<file path="src/pkg/epd_pkg.sv">
// Constants, types and register map of the poll-demand and receive list base block.
// Assumes a 32-bit APB with byte addresses and the rest of the DMA on the same clock.
package epd_pkg;

  // ****************************************************************
  // Register map
  // ****************************************************************
  localparam logic [15:0] EPD_TX_POLL_KICK_OFS  = 16'h1004;
  localparam logic [15:0] EPD_RX_POLL_KICK_OFS  = 16'h1008;
  localparam logic [15:0] EPD_RX_LIST_BASE_OFS  = 16'h100C;
  localparam logic [15:0] EPD_STATUS_OFS        = 16'h1014;
  localparam logic [15:0] EPD_CONTROL_OFS       = 16'h1018;
  localparam logic [15:0] EPD_INT_MASK_OFS      = 16'h101C;

  // ****************************************************************
  // Field positions and reset values
  // ****************************************************************
  localparam int          EPD_TX_UNAVAIL_BIT    = 2;
  localparam int          EPD_TX_UNDERFLOW_BIT  = 5;
  localparam int          EPD_RX_UNAVAIL_BIT    = 7;
  localparam int          EPD_STATUS_W          = 17;
  localparam int          EPD_TX_STATE_LSB      = 20;
  localparam int          EPD_RX_START_BIT      = 1;
  localparam int          EPD_TX_START_BIT      = 13;
  localparam int          EPD_LIST_BASE_LSB     = 2;
  localparam logic [31:0] EPD_REG_RESET         = 32'h00000000;
  localparam logic [16:0] EPD_STATUS_RESET      = 17'h00000;
  localparam logic [16:0] EPD_MASK_RESET        = 17'h00000;

  // ****************************************************************
  // Transmit process state codes
  // ****************************************************************
  localparam logic [2:0]  EPD_TS_STOPPED        = 3'h0;
  localparam logic [2:0]  EPD_TS_FETCHING       = 3'h1;
  localparam logic [2:0]  EPD_TS_RUNNING        = 3'h3;
  localparam logic [2:0]  EPD_TS_SUSPENDED      = 3'h6;

  // Channel states, Gray along stopped-running-suspended-fetch; fetch to running flips both bits
  typedef enum logic [1:0] {
    EPD_ST_STOPPED   = 2'h0,
    EPD_ST_RUNNING   = 2'h1,
    EPD_ST_SUSPENDED = 2'h3,
    EPD_ST_FETCH     = 2'h2
  } epd_state_t;

  // Descriptor fetch request to host memory
  typedef struct packed {
    logic        req;
    logic [31:0] addr;
  } epd_fetch_req_t;

  // Descriptor fetch answer: ack pulse with the ownership bit
  typedef struct packed {
    logic ack;
    logic dma_owned;
  } epd_fetch_rsp_t;

endpackage : epd_pkg

</file>
<file path="src/rtl/epd_top.sv">
// Transmit and receive poll demand, receive list base and suspend control of an Ethernet DMA.
// Assumes descriptor pointers, fetch answers and suspend events come from the DMA on MCLK_I.
`timescale 1ns/100ps

module epd_top
  import epd_pkg::*;
#(
  parameter int BUS_ALIGN_BITS = 2
) (
  input  wire logic           MCLK_I,
  input  wire logic           RESETN_I,
  input  wire logic           PSEL_I,
  input  wire logic           PENABLE_I,
  input  wire logic           PWRITE_I,
  input  wire logic [15:0]    PADDR_I,
  input  wire logic [31:0]    PWDATA_I,
  output logic      [31:0]    PRDATA_O,
  output logic                PREADY_O,
  output logic                PSLVERR_O,
  output logic                IRQ_O,
  input  wire logic [31:0]    CUR_TX_DESC_PTR_I,
  input  wire logic [31:0]    CUR_RX_DESC_PTR_I,
  input  wire logic           TX_UNDERFLOW_I,
  input  wire logic           TX_DESC_UNAVAIL_I,
  input  wire logic           RX_DESC_UNAVAIL_I,
  input  wire epd_fetch_rsp_t TX_FETCH_RSP_I,
  input  wire epd_fetch_rsp_t RX_FETCH_RSP_I,
  output epd_fetch_req_t      TX_FETCH_O,
  output epd_fetch_req_t      RX_FETCH_O,
  output logic                TX_ACTIVE_O,
  output logic                RX_ACTIVE_O,
  output logic      [31:0]    RX_LIST_BASE_O
);

  // ****************************************************************
  // APB slave
  // ****************************************************************
  logic        access;
  logic        commit;
  logic        wr_commit;
  logic        mapped;
  logic        pready_q;
  logic        pready_d;
  logic        pslverr_q;
  logic        pslverr_d;
  logic [31:0] prdata_q;
  logic [31:0] prdata_d;
  logic [31:0] rd_word;

  logic [29:0] rx_base_q;
  logic [29:0] rx_base_d;
  logic [31:0] rx_base_out_q;
  logic [31:0] rx_base_out_d;
  logic [1:0]  run_en_q;
  logic [1:0]  run_en_d;
  logic [16:0] status_q;
  logic [16:0] status_d;
  logic [16:0] mask_q;
  logic [16:0] mask_d;
  logic [16:0] status_set;
  logic [16:0] status_clr;
  logic        irq_q;
  logic        irq_d;
  logic [2:0]  tx_code;

  logic [1:0]  poll_wr;
  logic [1:0]  stall_evt;
  logic [1:0]  unavail_seen;
  logic [1:0]  fetch_ack;
  logic [1:0]  fetch_own;
  logic [31:0] cur_ptr [2];
  epd_state_t  state_q [2];
  epd_fetch_req_t fetch_q [2];

  // One wait state keeps PRDATA and PREADY on flip-flops
  assign access    = PSEL_I & PENABLE_I;
  assign commit    = access & pready_q;
  assign wr_commit = commit & PWRITE_I & ~pslverr_q;

  always_comb begin
    mapped  = 1'b1;
    rd_word = EPD_REG_RESET;
    case (PADDR_I)
      EPD_TX_POLL_KICK_OFS: rd_word = EPD_REG_RESET;
      EPD_RX_POLL_KICK_OFS: rd_word = EPD_REG_RESET;
      EPD_RX_LIST_BASE_OFS: rd_word = {rx_base_q, 2'h0};
      EPD_STATUS_OFS: begin
        rd_word                                  = {15'h0000, status_q};
        rd_word[EPD_TX_STATE_LSB +: 3]           = tx_code;
      end
      EPD_CONTROL_OFS: begin
        rd_word[EPD_TX_START_BIT]                = run_en_q[0];
        rd_word[EPD_RX_START_BIT]                = run_en_q[1];
      end
      EPD_INT_MASK_OFS: rd_word = {15'h0000, mask_q};
      default: mapped = 1'b0;
    endcase
  end

  always_comb begin
    pready_d  = access & ~pready_q;
    pslverr_d = access & ~pready_q & ~mapped;
    prdata_d  = prdata_q;
    if (access & ~pready_q) begin
      prdata_d = (PWRITE_I | ~mapped) ? EPD_REG_RESET : rd_word;
    end
  end

  always_ff @(posedge MCLK_I or negedge RESETN_I) begin
    if (!RESETN_I) begin
      pready_q  <= 1'b0;
      pslverr_q <= 1'b0;
      prdata_q  <= EPD_REG_RESET;
    end else begin
      pready_q  <= pready_d;
      pslverr_q <= pslverr_d;
      prdata_q  <= prdata_d;
    end
  end

  // ****************************************************************
  // Software registers
  // ****************************************************************
  assign poll_wr[0] = wr_commit & (PADDR_I == EPD_TX_POLL_KICK_OFS);
  assign poll_wr[1] = wr_commit & (PADDR_I == EPD_RX_POLL_KICK_OFS);

  always_comb begin
    rx_base_d     = rx_base_q;
    run_en_d      = run_en_q;
    mask_d        = mask_q;
    status_clr    = 17'h00000;
    if (wr_commit) begin
      case (PADDR_I)
        EPD_RX_LIST_BASE_OFS: rx_base_d = PWDATA_I[31:EPD_LIST_BASE_LSB];
        EPD_CONTROL_OFS: begin
          run_en_d[0] = PWDATA_I[EPD_TX_START_BIT];
          run_en_d[1] = PWDATA_I[EPD_RX_START_BIT];
        end
        EPD_INT_MASK_OFS: mask_d     = PWDATA_I[EPD_STATUS_W-1:0];
        EPD_STATUS_OFS:   status_clr = PWDATA_I[EPD_STATUS_W-1:0];
        default: ;
      endcase
    end
    // Low bits forced to zero so fetches start on a bus word
    rx_base_out_d = {rx_base_q, 2'h0};
    rx_base_out_d[BUS_ALIGN_BITS-1:0] = '0;
  end

  // ****************************************************************
  // Sticky status and interrupt
  // ****************************************************************
  always_comb begin
    status_set                       = 17'h00000;
    status_set[EPD_TX_UNAVAIL_BIT]   = unavail_seen[0];
    status_set[EPD_TX_UNDERFLOW_BIT] = TX_UNDERFLOW_I & (state_q[0] == EPD_ST_RUNNING);
    status_set[EPD_RX_UNAVAIL_BIT]   = unavail_seen[1];
    // Set wins over a clear in the same cycle
    status_d = (status_q & ~status_clr) | status_set;
    irq_d    = |(status_d & mask_q);
    case (state_q[0])
      EPD_ST_FETCH:     tx_code = EPD_TS_FETCHING;
      EPD_ST_RUNNING:   tx_code = EPD_TS_RUNNING;
      EPD_ST_SUSPENDED: tx_code = EPD_TS_SUSPENDED;
      default:          tx_code = EPD_TS_STOPPED;
    endcase
  end

  always_ff @(posedge MCLK_I or negedge RESETN_I) begin
    if (!RESETN_I) begin
      rx_base_q     <= 30'h00000000;
      rx_base_out_q <= EPD_REG_RESET;
      run_en_q      <= 2'h0;
      mask_q        <= EPD_MASK_RESET;
      status_q      <= EPD_STATUS_RESET;
      irq_q         <= 1'b0;
    end else begin
      rx_base_q     <= rx_base_d;
      rx_base_out_q <= rx_base_out_d;
      run_en_q      <= run_en_d;
      mask_q        <= mask_d;
      status_q      <= status_d;
      irq_q         <= irq_d;
    end
  end

  // ****************************************************************
  // Per-direction suspend and poll control
  // ****************************************************************
  assign stall_evt[0] = TX_UNDERFLOW_I | TX_DESC_UNAVAIL_I;
  assign stall_evt[1] = RX_DESC_UNAVAIL_I;
  assign fetch_ack[0] = TX_FETCH_RSP_I.ack;
  assign fetch_ack[1] = RX_FETCH_RSP_I.ack;
  assign fetch_own[0] = TX_FETCH_RSP_I.dma_owned;
  assign fetch_own[1] = RX_FETCH_RSP_I.dma_owned;
  assign cur_ptr[0]   = CUR_TX_DESC_PTR_I;
  assign cur_ptr[1]   = CUR_RX_DESC_PTR_I;

  for (genvar ch = 0; ch < 2; ch++) begin : g_chan
    logic           pend_q;
    logic           pend_d;
    epd_state_t     state_d;
    epd_fetch_req_t fetch_d;
    logic           unav_q;
    logic           unav_d;

    always_comb begin
      state_d = state_q[ch];
      fetch_d = fetch_q[ch];
      // Command lives until the fetch starts or is dropped
      pend_d  = pend_q | poll_wr[ch];
      unav_d  = 1'b0;
      case (state_q[ch])
        EPD_ST_STOPPED: begin
          pend_d = 1'b0;
          if (run_en_q[ch]) begin
            state_d = EPD_ST_FETCH;
            fetch_d = '{req: 1'b1, addr: cur_ptr[ch]};
          end
        end
        EPD_ST_RUNNING: begin
          pend_d = 1'b0;
          if (stall_evt[ch]) begin
            state_d = EPD_ST_SUSPENDED;
            unav_d  = (ch == 0) ? TX_DESC_UNAVAIL_I : RX_DESC_UNAVAIL_I;
          end
        end
        EPD_ST_SUSPENDED: begin
          if (pend_q) begin
            state_d = EPD_ST_FETCH;
            fetch_d = '{req: 1'b1, addr: cur_ptr[ch]};
            pend_d  = 1'b0;
          end
        end
        EPD_ST_FETCH: begin
          // A kick during a fetch would duplicate it
          pend_d = 1'b0;
          if (fetch_ack[ch]) begin
            fetch_d.req = 1'b0;
            if (fetch_own[ch]) begin
              state_d = EPD_ST_RUNNING;
            end else begin
              state_d = EPD_ST_SUSPENDED;
              unav_d  = 1'b1;
            end
          end
        end
        default: state_d = EPD_ST_STOPPED;
      endcase
      if (!run_en_q[ch]) begin
        state_d     = EPD_ST_STOPPED;
        fetch_d.req = 1'b0;
        unav_d      = 1'b0;
      end
    end

    always_ff @(posedge MCLK_I or negedge RESETN_I) begin
      if (!RESETN_I) begin
        state_q[ch] <= EPD_ST_STOPPED;
        fetch_q[ch] <= '{req: 1'b0, addr: 32'h00000000};
        pend_q      <= 1'b0;
        unav_q      <= 1'b0;
      end else begin
        state_q[ch] <= state_d;
        fetch_q[ch] <= fetch_d;
        pend_q      <= pend_d;
        unav_q      <= unav_d;
      end
    end

    assign unavail_seen[ch] = unav_q;
  end

  // ****************************************************************
  // Outputs
  // ****************************************************************
  logic tx_act_q;
  logic rx_act_q;

  always_ff @(posedge MCLK_I or negedge RESETN_I) begin
    if (!RESETN_I) begin
      tx_act_q <= 1'b0;
      rx_act_q <= 1'b0;
    end else begin
      tx_act_q <= (state_q[0] == EPD_ST_RUNNING);
      rx_act_q <= (state_q[1] == EPD_ST_RUNNING);
    end
  end

  assign PRDATA_O       = prdata_q;
  assign PREADY_O       = pready_q;
  assign PSLVERR_O      = pslverr_q;
  assign IRQ_O          = irq_q;
  assign TX_FETCH_O     = fetch_q[0];
  assign RX_FETCH_O     = fetch_q[1];
  assign TX_ACTIVE_O    = tx_act_q;
  assign RX_ACTIVE_O    = rx_act_q;
  assign RX_LIST_BASE_O = rx_base_out_q;

endmodule : epd_top

</file>
<file path="config.mk">
export PLATFORM = sky130hd
export DESIGN_NAME = epd_top
export DESIGN_NICKNAME = d
export VERILOG_FILES = /design/src/pkg/epd_pkg.sv /design/src/rtl/epd_top.sv
export SDC_FILE = /design/constraint.sdc
export NUM_CORES = 1
export LEC_CHECK = 0
export ABC_AREA = 1
export BUFFER_PORTS_ARGS = -buffer_cell sky130_fd_sc_hd__buf_2
export CORE_AREA = 2 2 96 191
export CTS_CLUSTER_SIZE = 24
export DETAILED_ROUTE_END_ITERATION = 16
export DIE_AREA = 0 0 98 193
export PLACE_DENSITY = 0.88
export SYNTH_ARGS = -nofsm -noshare
export SYNTH_HDL_FRONTEND = slang
export SYNTH_SLANG_ARGS = --single-unit
</file>
<file path="constraint.sdc">
create_clock -name MCLK_I -period 2.1 [get_ports MCLK_I]
set_input_delay 0.21 -clock MCLK_I [delete_from_list [all_inputs] [get_ports MCLK_I]]
set_output_delay 0.21 -clock MCLK_I [all_outputs]
set_load 0.05 [all_outputs]
</file>
**Word level (Yosys, flattened, before mapping)**

Cells that the tools add are included.

- Eq/ne operators: 24
- Muxes and demuxes: 48
- Bitwise operators: 20
- Reductions and logical operators: 17

Operators by type and width:

| cell | number |
|---|---|
| two-way mux 33 bit | 4 |
| one-hot mux 32 bit (2 select lines) | 2 |
| == test 16 x 13 -> 1 bit (second input constant) | 6 |
| one-hot mux 18 bit (3 select lines) | 1 |
| AND 17 bit | 2 |
| two-way mux 17 bit | 2 |
| one-hot mux 11 bit (3 select lines) | 1 |
| two-way mux 32 bit | 1 |
| two-way mux 2 bit | 10 |
| != test 3 bit (second input constant) | 6 |
| AND reduction 3 bit | 6 |
| NOT 17 bit | 1 |
| bitwise OR 17 x 8 -> 17 bit | 1 |
| OR reduction 17 bit | 1 |
| one-hot mux 2 bit (4 select lines) | 2 |
| two-way mux 1 bit | 15 |
| one-hot mux 1 bit (2 select lines) | 5 |
| AND 1 bit | 9 |
| one-hot mux 1 bit (3 select lines) | 3 |
| one-hot mux 3 bit (3 select lines) | 1 |
| == test 2 bit (second input constant) | 4 |
| != test 2 bit (second input constant) | 4 |
| != test 4 x 1 -> 1 bit (second input constant) | 2 |
| AND reduction 2 bit | 3 |
| other kinds (8) | 17 |

- Register bits: 207
- Word-level logic and storage cells: 130

**Depth between registers and ports, before layout**

Gate-level depths: netlist of run 1.

- Word-level depth: 10
- Depth in mapped cells: 13
- Mapped depth without buffers: 12

**Worst setup path after synthesis of run 1**

No wires, ideal clock.

- Kind: register to register
- From: reg pready_q, in the netlist PREADY_O
- To: reg irq_q, in the netlist IRQ_O
- Arrival: 1.666 ns
- Data required time: 1.981 ns
- Setup slack: 0.315 ns
- Stages on the path, launching flop included: 11
- Path buffers: 1
- Cell sequence: dfrtp_1 nand2_1 nor2_2 buf_2 nand2_1 o21ai_0 nand2_1 nand2_1 nand2_1 nor2_1 nand2_1

- Word-level cells in the longest chain between the ends: 9

RTL lines:

| element | line | text |
|---|---|---|
| start: declaration | epd_top.sv:42 | `logic pready_q;` |
| start signal: assignment | epd_top.sv:115 | `pready_q <= pready_d;` |
| AND 1 bit | epd_top.sv:77 | `assign commit = access & pready_q;` |
| AND 1 bit (2 in series) | epd_top.sv:78 | `assign wr_commit = commit & PWRITE_I & ~pslverr_q;` |
| two-way mux 17 bit | epd_top.sv:132 | `if (wr_commit) begin` |
| NOT 17 bit | epd_top.sv:158 | `status_d = (status_q & ~status_clr) \| status_set;` |
| AND 17 bit | epd_top.sv:158 |  |
| bitwise OR 17 x 8 -> 17 bit | epd_top.sv:158 |  |
| via status_d[2] | epd_top.sv:57 | `logic [16:0] status_d;` |
| AND 17 bit | epd_top.sv:159 | `irq_d = \|(status_d & mask_q);` |
| OR reduction 17 bit | epd_top.sv:159 |  |
| via irq_d | epd_top.sv:63 | `logic irq_d;` |
| end signal: assignment | epd_top.sv:182 | `irq_q <= irq_d;` |
| end: declaration | epd_top.sv:62 | `logic irq_q;` |

The timed path passes the listed nets, and every way through them passes these cells.
A chain may end at the register's enable or synchronous reset.

**Final worst setup path of run 1**

- From: reg pslverr_q, in the netlist PSLVERR_O
- To: reg irq_q, in the netlist IRQ_O

- Word-level cells in the longest chain between the ends: 8

RTL lines:

| element | line | text |
|---|---|---|
| start: declaration | epd_top.sv:44 | `logic pslverr_q;` |
| start signal: assignment | epd_top.sv:116 | `pslverr_q <= pslverr_d;` |
| NOT 1 bit | epd_top.sv:78 |  |
| AND 1 bit | epd_top.sv:78 |  |
| two-way mux 17 bit | epd_top.sv:132 |  |
| NOT 17 bit | epd_top.sv:158 |  |
| AND 17 bit | epd_top.sv:158 |  |
| bitwise OR 17 x 8 -> 17 bit | epd_top.sv:158 |  |
| AND 17 bit | epd_top.sv:159 |  |
| OR reduction 17 bit | epd_top.sv:159 |  |
| via irq_d | epd_top.sv:63 |  |

The timed path passes the listed nets, and every way through them passes these cells.

==> flow_summary.yaml, run 1 <==
sta:
  rsz0062_at_grt: "no"
  finalWorstSetupSlack_ps: 96.5
  fin_skew_ps: 8.04
  max_freq_mhz: 499
  final_hold_viol_count: 0
  slew_headroom_pct: 58.2
  fin_crit_sh_pct: 95.4
  finalHoldWorstSlack_ps: 6.61
  fin_crit_ps: 2000
  tns_ps: 0
  worstMarginPinSlew_ps: 625
  finalSetupViolations: 0
  finalMaxSlewViolations: 0
setup_path:
  cp-end-kind: "flip-flop"
  critPathMaxStageDelay_ps: 370
  cp_slowest_cell: "dfrtp_1"
  cp_data_required_time_ps: 2480
  critPathMaxFanout: 6
  path_common_cell: "nand2_1"
  arrival_ps: 2380
  start_kind: "flip-flop"
  setup.worst_path.class: "flip-flop to flip-flop"
  path_cells: "inv_1 > nand2_1 > nor2_4 > buf_4 > nand2_1 > o21ai_0 > nor2_1 > nor2_1 > nand2_1 > nor2_1 > nand2_1"
layout:
  layout-drive-gt1-share_pct: 25.9
  fillCellCount: 1299
  antenna_cells: 0
  syn2layout_area_growth_pct: 34.0
  fin_area_sq_mm: 0.0118
  nets: 1438
power_and_ir_drop:
  ir_drop_mv: 0.624
  finalPower_uw: 7820
  powerDensity_mw_per_mm2: 665
  cellLeakagePower_uw: 0.00621
global_route:
  antenna_found_initial: 0
  grt_max_degree: 68
  grt_overflow: 0
  grt_pass1_vias: 8370
  gr-usage-all-layers_pct: 26.9
  grt_pass1_wl_mm: 41.3
logic_synthesis:
  synth_top_cell_area_share_pct: 59.0
  synth-async-reset-ratio_pct: 100
  synth_xor_area_share_pct: 0
  syn_avg_cell_area_sq_um: 9.06
  yosys_warnings: 0
  synthCells: 970
  synth_edf_count: 0
  synth-main-ff-cell: "dfrtp_1"
  synth_top_family_by_area: "simple AND/OR/NAND/NOR gates"
  synth_seq_cells: 207
  synthMuxAreaShare_pct: 2.48
  yosys.area_share.simple_pct: 20.4
  ys_seq_area_share_pct: 59.0
  yosysTopAreaCell: "dfrtp_1"
  synth_fa_ha_area_share_pct: 1.42
  synth_compound_gate_area_share_pct: 8.59
  syn-cell-area_sq_mm: 0.00879
  synth_cell_types: 38
  ys_top_cells_by_area: "dfrtp_1 59%, nand2_1 10%, nand3_1 6.6%, o21ai_0 5.6%, inv_1 5.0%"
routing:
  drc: 0
  routed_wl_mm: 25.6
  vias: 8194
  ant_nets: 0
  drtIter0Drc: 595
  wire_per_inst_um: 16.8
  viasPerCell: 5.36
  dr.pass1.iters: 5
worst_hold_path:
  hp-class: "primary input to flip-flop"
clock_network:
  cts_setup_buffers: 0
  cts_htree_levels: 1
  cts_root_buf: "clkbuf_16"
  cts.sinks: 207
  cts_tree: "done"
  clock_latency_ps: 490
  cts_buffer_depth: 3
  cts_buffers: 19
  clkSlewWorstSetupHoldPaths_ps: 70
die:
  die_h_um: 193
  row_count: 69
  die-area_sq_mm: 0.0189
  core_area_sq_mm: 0.0175
  ios: 259
  fp.dieW_um: 98
  start_util_pct: 50.1
placement:
  place_ws_ps: 72.7
  dpl.hpwl_mm: 16.4
  port_buffers: 256
  place_area_sq_mm: 0.0104
  gp_congestion: 0.925
flow_run:
  maxCapViolations: 0
status:
  status: "complete, no violations"
==> worst max-delay path: cells and delay by family, from the launching register on <==
family | cells | cell delay [ps]
flops | 1 | 370
compound gates | 1 | 350
simple gates | 8 | 940
buf+inv | 2 | 220
==> metal layers <==
metal	share of wire, %	track usage, %	up-vias
li1	-	-	3759
met1	37	33.1	3902
met2	51	46.7	457
met3	8.8	5.73	76
met4	3.1	9.72	0
met5	0	0	-
==> final timing paths <==
kind / slack, ps / end / start / depth (start not counted)
max: 100 / IRQ_O / PSLVERR_O / 11
min: 7 / mask_q[14] / PWDATA_I[14] / 3
max reg2reg: 100 / IRQ_O / PSLVERR_O / 11
min reg2reg: 400 / RX_LIST_BASE_O[2] / rx_base_q[0] / 0
max in group asynchronous: 1120 / PRDATA_O[20] / RESETN_I / 3
min in group asynchronous: 290 / PRDATA_O[9] / RESETN_I / 2
==> where the power goes <==
group          internal (uW)  switching, uW
combinational            212            225
clock                   1910           1490
sequential              3990           2.18
==> layout by cell type, fill, tap and decap left out, drive strengths merged <==
master,count
bufinv,1
o32ai,1
nor4,2
and2,1
dfrtp,207
clkbuf,27
nand3,117
ha,10
nand2,239
or2,1
nand4,3
clkinv,4
a22oi,1
nor3,10
o31ai,2
mux2,16
o21a,1
a21oi,5
dlygate4sd3,81
clkinvlp,2
conb,2
nor2,44
o21ai,135
a31oi,1
inv,123
buf,279
==> final cells by class <==
class                   count  area, sq um  share of cell area, %
flip-flops and latches    207         5180                   44.0
multi-input cells         591         2910                   24.8
repair buffers            361         2340                   19.9
clock buffers              26          532                   4.52
inverters                 124          467                   3.97
well taps                 213          267                   2.26
clock inverters             6         67.6                  0.574
==> state kept, by name, indices dropped and copies added (netlist names), 2 cells and up <==
register        count
RX_FETCH_O         33
TX_FETCH_O         33
PRDATA_O           32
RX_LIST_BASE_O     30
rx_base_q          30
mask_q             17
status_q           17
state_q             4
g_chan.pend_q       2
g_chan.unav_q       2
run_en_q            2
==> cell families after synthesis <==
| family | after synthesis |
|---|---|
| AND/OR/NAND/NOR | 417 |
| flip-flops | 207 |
| buffers and inverters | 173 |
| AO/OA/AOI/OAI | 146 |
| multiplexers | 16 |
| adder cells (fa/ha/maj) | 10 |
| other | 1 |
==> what timing repair did <==
item,in CTS,in global routing
hold buffers,81,0
hold endpoints to repair,138,0
resized for setup,0,1
setup endpoints to repair,0,1
==> cells in the mapped netlist (2+ instances only) <==
cell type,instances
a21oi_1,4
buf_1,3
buf_2,13
buf_4,5
buf_6,3
clkbuf_1,24
dfrtp_1,207
ha_1,10
inv_1,118
inv_2,4
mux2_2,6
mux2_4,10
nand2_1,236
nand2_4,2
nand3_1,116
nand4_1,3
nor2_1,39
nor2_2,3
nor3_1,10
nor4_1,2
o21ai_0,99
o21ai_1,36
o31ai_1,2
==> metrics by stage <==
step	instances	util, %
2_1_floorplan	971	-
5_1_grt	1528	67.2
6_report	1528	67.2
4_1_cts	1528	67.1
3_3_place_gp	1415	59.1
3_5_place_dp	1415	59.1
Note: power is estimated with default switching activity, not from simulation.
==> run 2, diff against run 1 <==
--- a/config.mk
+++ b/config.mk
@@ -6,12 +6,12 @@
 export NUM_CORES = 1
 export LEC_CHECK = 0
 export ABC_AREA = 1
-export BUFFER_PORTS_ARGS = -buffer_cell sky130_fd_sc_hd__buf_2
 export CORE_AREA = 2 2 96 191
 export CTS_CLUSTER_SIZE = 24
 export DETAILED_ROUTE_END_ITERATION = 16
 export DIE_AREA = 0 0 98 193
-export PLACE_DENSITY = 0.88
+export DONT_BUFFER_PORTS = 1
+export PLACE_DENSITY = 0.75
 export SYNTH_ARGS = -nofsm -noshare
 export SYNTH_HDL_FRONTEND = slang
 export SYNTH_SLANG_ARGS = --single-unit
==> constraint.sdc (replaced) <==
create_clock -name MCLK_I -period 2.4 [get_ports MCLK_I]
set_input_delay 0.24 -clock MCLK_I [delete_from_list [all_inputs] [get_ports MCLK_I]]
set_output_delay 0.24 -clock MCLK_I [all_outputs]
set_load 0.05 [all_outputs]
==> run 2 against run 1 <==
Against the previous run:
- critical path depth decreased by 3
- the flow now finishes with violations (negative hold slack)
- maximum frequency decreased by 14%
- first-iteration DRC count decreased by 19%
- combinational power decreased by 49%
- worst hold slack got worse by 550 ps
- die area unchanged
- largest cell class unchanged
==> flow_summary.yaml, run 2 (synthesis results as in run 1) <==
status:
  status: "finished, violations left"
  violations: "negative hold slack"
layout:
  syn2layout_area_growth_pct: 21.6
  layout-drive-gt1-share_pct: 7.53
  final_cell_mix: "236 x nand2_1, 206 x dfrtp_1, 118 x inv_1"
  fin_area_sq_mm: 0.0107
  layout_commonest_cell: "nand2_1"
  antenna_cells: 0
  nets: 1199
routing:
  drc: 0
  wire_per_inst_um: 17.1
  vias: 6970
  drtIter0Drc: 482
  dr.pass1.iters: 5
  routed_wl_mm: 22.0
  ant_nets: 0
  viasPerCell: 5.41
clock_network:
  cts_setup_buffers: 0
  cts_buffer_depth: 3
  cts_tree: "done"
  cts.sinks: 207
  cts_buffers: 19
  cts_root_buf: "clkbuf_16"
  clock_latency_ps: 490
  clkSlewWorstSetupHoldPaths_ps: 70
  cts_hold_buf: 105
  cts_htree_levels: 1
setup_path:
  critPathMaxStageDelay_ps: 570
  start_kind: "flip-flop"
  worst-r2r-setup-slack_ps: 80
  cp-end-kind: "flip-flop"
  cp_slowest_cell: "dlygate4sd3_1"
  cp_data_required_time_ps: 2830
  arrival_ps: 2750
  path_cells: "inv_1 > ha_1 > inv_1 > nor2_1 > nand2_1 > dlygate4sd3_1 > a21oi_1 > dlygate4sd3_1"
  critPathMaxFanout: 6
  setup.worst_path.class: "flip-flop to flip-flop"
global_route:
  grt_pass1_wl_mm: 34.8
  grt_max_degree: 208
  gr-usage-all-layers_pct: 22.5
  antenna_found_initial: 0
  grt_pass1_vias: 6896
  grt_overflow: 0
power_and_ir_drop:
  p_clk_share_pct: 46.0
  power.internal_uw: 5480
  powerDensity_mw_per_mm2: 645
  cellLeakagePower_uw: 0.00528
  switching_share_pct: 20.5
  p_sw_uw: 1410
  combPwrFrac_pct: 3.2
  power_frac_seq_pct: 50.8
  finalPower_uw: 6890
  ir_drop_mv: 0.488
sta:
  finalSetupViolations: 0
  fin_crit_sh_pct: 96.7
  max_freq_mhz: 431
  tns_ps: 0
  worstMarginPinSlew_ps: 603
  slew_headroom_pct: 59.8
  finalHoldWorstSlack_ps: -543
  fin_skew_ps: 12.4
  rsz0062_at_grt: "no"
  finalMaxSlewViolations: 0
  fin_crit_ps: 2320
  finalWorstSetupSlack_ps: 79.4
  final_hold_viol_count: 207
placement:
  port_buffers: 0
  place_area_sq_mm: 0.00897
  place_ws_ps: 419
  dpl.hpwl_mm: 13.9
  gp_congestion: 0.848
die:
  fp.dieW_um: 98
  die-area_sq_mm: 0.0189
  start_util_pct: 50.1
  row_count: 69
  core_area_sq_mm: 0.0175
  ios: 259
  die_h_um: 193
worst_hold_path:
  hp-class: "primary input to asynchronous set/reset pin"
flow_run:
  maxCapViolations: 0
[run 2: cell types whose count changed in the layout (fill, tap and decap cells not counted), moves of 2 or more]
cell / delta
bufinv_16: +2
buf_4: -4
dlygate4sd3_1: +24
clkbuf_1: -2
buf_2: -255
clkbuf_8: -2
buf_12: -3
[run 2: worst paths after layout]
path	from	to	cells after the start
hold / removal	RESETN_I	PRDATA_O[4]	0
hold reg to reg	rx_base_q[16]	RX_LIST_BASE_O[18]	0
setup / recovery	state_q[2]	g_chan[0].unav_q	8
min in group MCLK_I	TX_DESC_UNAVAIL_I	state_q[2]	3
setup reg to reg	state_q[2]	g_chan[0].unav_q	8
max in group asynchronous	RESETN_I	rx_base_q[19]	0
[run 2: layout make-up]
type | count | area [sq um]
inverters | 124 | 467
repair buffers | 122 | 1200
well taps | 213 | 267
fillers | 1389 | 6850
multi-input cells | 591 | 2910
clock buffers | 23 | 510
clock inverters | 9 | 144
flip-flops and latches | 207 | 5180
[run 2: power by group through the flow]
stage	sequential (uW)	clock, uW	combinational, uW
5_1_grt	3490	3350	236
3_3_place_gp	3560	0	76.3
3_5_place_dp	3560	0	77.1
4_1_cts	3500	3230	217
2_1_floorplan	3570	0	50.2
6_report	3500	3170	222
[run 2: metrics by stage]
step | utilization, % | instances
2_1_floorplan | - | 971
3_3_place_gp | 51.2 | 1152
3_5_place_dp | 51.2 | 1152
4_1_cts | 60.9 | 1289
5_1_grt | 60.9 | 1289
6_report | 60.9 | 1289
[run 2: per-layer routing]
metal | global-route usage [%] | vias to the layer above | share of wire [%] | wire length, um
met4 | 4.86 | 0 | 1.9 | 409
li1 | - | 3264 | - | -
met3 | 4.58 | 32 | 7.9 | 1750
met2 | 39.1 | 319 | 50 | 11100
met1 | 29.4 | 3355 | 40 | 8750
met5 | 0 | - | 0 | 0
[run 2: timing repair]
action | 4_1_cts | 5_1_grt
setup endpoints to repair | 0 | 1
resized for setup | 0 | 1
endpoints found under the hold margin | 331 | 207
[run 2: critical path: cells and delay by family (launching register included)]
kind	cells	cell delay [ps]
AO/OA/AOI/OAI	1	160
adder cells (fa/ha/maj)	1	150
buffers and inverters	4	1290
flip-flops	1	460
AND/OR/NAND/NOR	2	200
==> run 3, diff against run 2 <==
--- a/config.mk
+++ b/config.mk
@@ -11,7 +11,7 @@
 export DETAILED_ROUTE_END_ITERATION = 16
 export DIE_AREA = 0 0 98 193
 export DONT_BUFFER_PORTS = 1
-export PLACE_DENSITY = 0.75
+export PLACE_DENSITY = 0.73
 export SYNTH_ARGS = -nofsm -noshare
 export SYNTH_HDL_FRONTEND = slang
 export SYNTH_SLANG_ARGS = --single-unit
==> run 3 against run 2 <==
Against the previous run:
- the run still ends with negative hold slack left
- register-to-register slack better by 40 ps
- non-clock buffer count rose by 5
- design area is 0.28% higher
- critical path type unchanged
- largest cell class unchanged
==> flow_summary.yaml, run 3 (synthesis results as in run 1) <==
layout:
  nets: 1204
  fillCellCount: 1402
  layout-drive-gt1-share_pct: 8.04
  layout_commonest_cell: "nand2_1"
  syn2layout_area_growth_pct: 21.9
  final_cell_mix: "236 x nand2_1, 206 x dfrtp_1, 118 x inv_1"
  antenna_cells: 0
die:
  die-area_sq_mm: 0.0189
  die_h_um: 193
  ios: 259
  core_area_sq_mm: 0.0175
  fp.dieW_um: 98
  start_util_pct: 50.1
  row_count: 69
routing:
  drtIter0Drc: 338
  ant_nets: 0
  viasPerCell: 5.41
  drc: 0
  routed_wl_mm: 22.3
  wire_per_inst_um: 17.2
  vias: 7008
  dr.pass1.iters: 6
sta:
  slew_headroom_pct: 59.5
  fin_crit_ps: 2280
  fin_crit_sh_pct: 94.8
  max_freq_mhz: 439
  finalWorstSetupSlack_ps: 124
  finalSetupViolations: 0
  worstMarginPinSlew_ps: 607
  tns_ps: 0
  rsz0062_at_grt: "no"
  fin_skew_ps: 8.56
  final_hold_viol_count: 207
  finalHoldWorstSlack_ps: -551
  finalMaxSlewViolations: 0
setup_path:
  start_kind: "flip-flop"
  cp.depth: 8
  cp_slowest_cell: "dlygate4sd3_1"
  critPathTopFamily: "buffers and inverters"
  cp_data_required_time_ps: 2820
  path_cells: "inv_1 > ha_1 > inv_1 > nor2_1 > nand2_1 > dlygate4sd3_1 > a21oi_1 > dlygate4sd3_1"
  cp-end-kind: "flip-flop"
  arrival_ps: 2690
  path_buf_inv: 4
  setup.worst_path.class: "flip-flop to flip-flop"
  critPathMaxStageDelay_ps: 560
  critPathMaxFanout: 6
  worstRegToRegCells: 8
placement:
  gp_congestion: 0.881
  port_buffers: 0
  place_ws_ps: 522
  dpl.hpwl_mm: 14.2
power_and_ir_drop:
  cellLeakagePower_uw: 0.00529
  powerDensity_mw_per_mm2: 642
  ir_drop_mv: 0.568
clock_network:
  cts_buffers: 19
  cts_htree_levels: 1
  clock_latency_ps: 480
  cts_setup_buffers: 0
  cts_hold_buf: 107
  cts_root_buf: "clkbuf_16"
  clkSlewWorstSetupHoldPaths_ps: 70
  cts_buffer_depth: 3
  cts_tree: "done"
  cts.sinks: 207
worst_hold_path:
  hp-class: "primary input to asynchronous set/reset pin"
global_route:
  grt_overflow: 0
  gr-usage-all-layers_pct: 23.0
  grt_pass1_wl_mm: 35.5
  antenna_found_initial: 0
  grt_pass1_vias: 6903
  grt_max_degree: 208
status:
  violations: "negative hold slack"
  status: "finished, violations left"
flow_run:
  maxCapViolations: 0
run 3: worst paths after layout:
kind                         startpoint                 to  slack, ps
max in group asynchronous      RESETN_I     TX_FETCH_O[21]       2660
min in group MCLK_I         PWDATA_I[2]        status_q[2]         10
max                          state_q[2]   g_chan[0].unav_q        120
max reg2reg                  state_q[2]   g_chan[0].unav_q        120
min                            RESETN_I              IRQ_O       -550
min reg2reg                rx_base_q[7]  RX_LIST_BASE_O[9]        400
run 3: final cells by class:
class	count	area, sq um	area share [%]
clock buffer	21	503	4.70
sequential	207	5180	48.4
multi-input combinational	591	2910	27.1
inverter	124	467	4.36
timing repair buffer	127	1230	11.5
tap	213	267	2.49
clock inverter	12	151	1.41
run 3: per-layer routing:
layer | part of all wire, % | vias up | global-route usage (%)
met1 | 40 | 3316 | 30.5
met3 | 8.8 | 54 | 5.48
met5 | 0 | - | 0
li1 | - | 3273 | -
met4 | 3.4 | 0 | 8.39
met2 | 48 | 365 | 37.0
run 3: metrics by stage:
step | total power (uW) | cell area, sq um | hold slack, ps | std cells | util, %
final | 6880 | 10700 | -551 | 1295 | 61.1
after global routing | 7100 | 10700 | -565 | 1295 | 61.1
after global placement | 3640 | 8980 | -50.8 | 1155 | 51.3
after floorplan | 3620 | 8790 | -55.6 | 971 | -
after CTS | 6940 | 10700 | -557 | 1295 | 61.1
after detailed placement | 3640 | 8980 | -48.4 | 1155 | 51.3
run 3: power by group:
group	total [uW]	internal [uW]	switching, uW
Sequential	3500	3490	6.21
Combinational	228	131	97.0
Clock	3160	1850	1310
run 3: repair_timing:
| action | in CTS | in global routing |
|---|---|---|
| endpoints found under the hold margin | 328 | 207 |
| gates resized for setup | 0 | 1 |
| endpoints found under the setup margin | 0 | 1 |
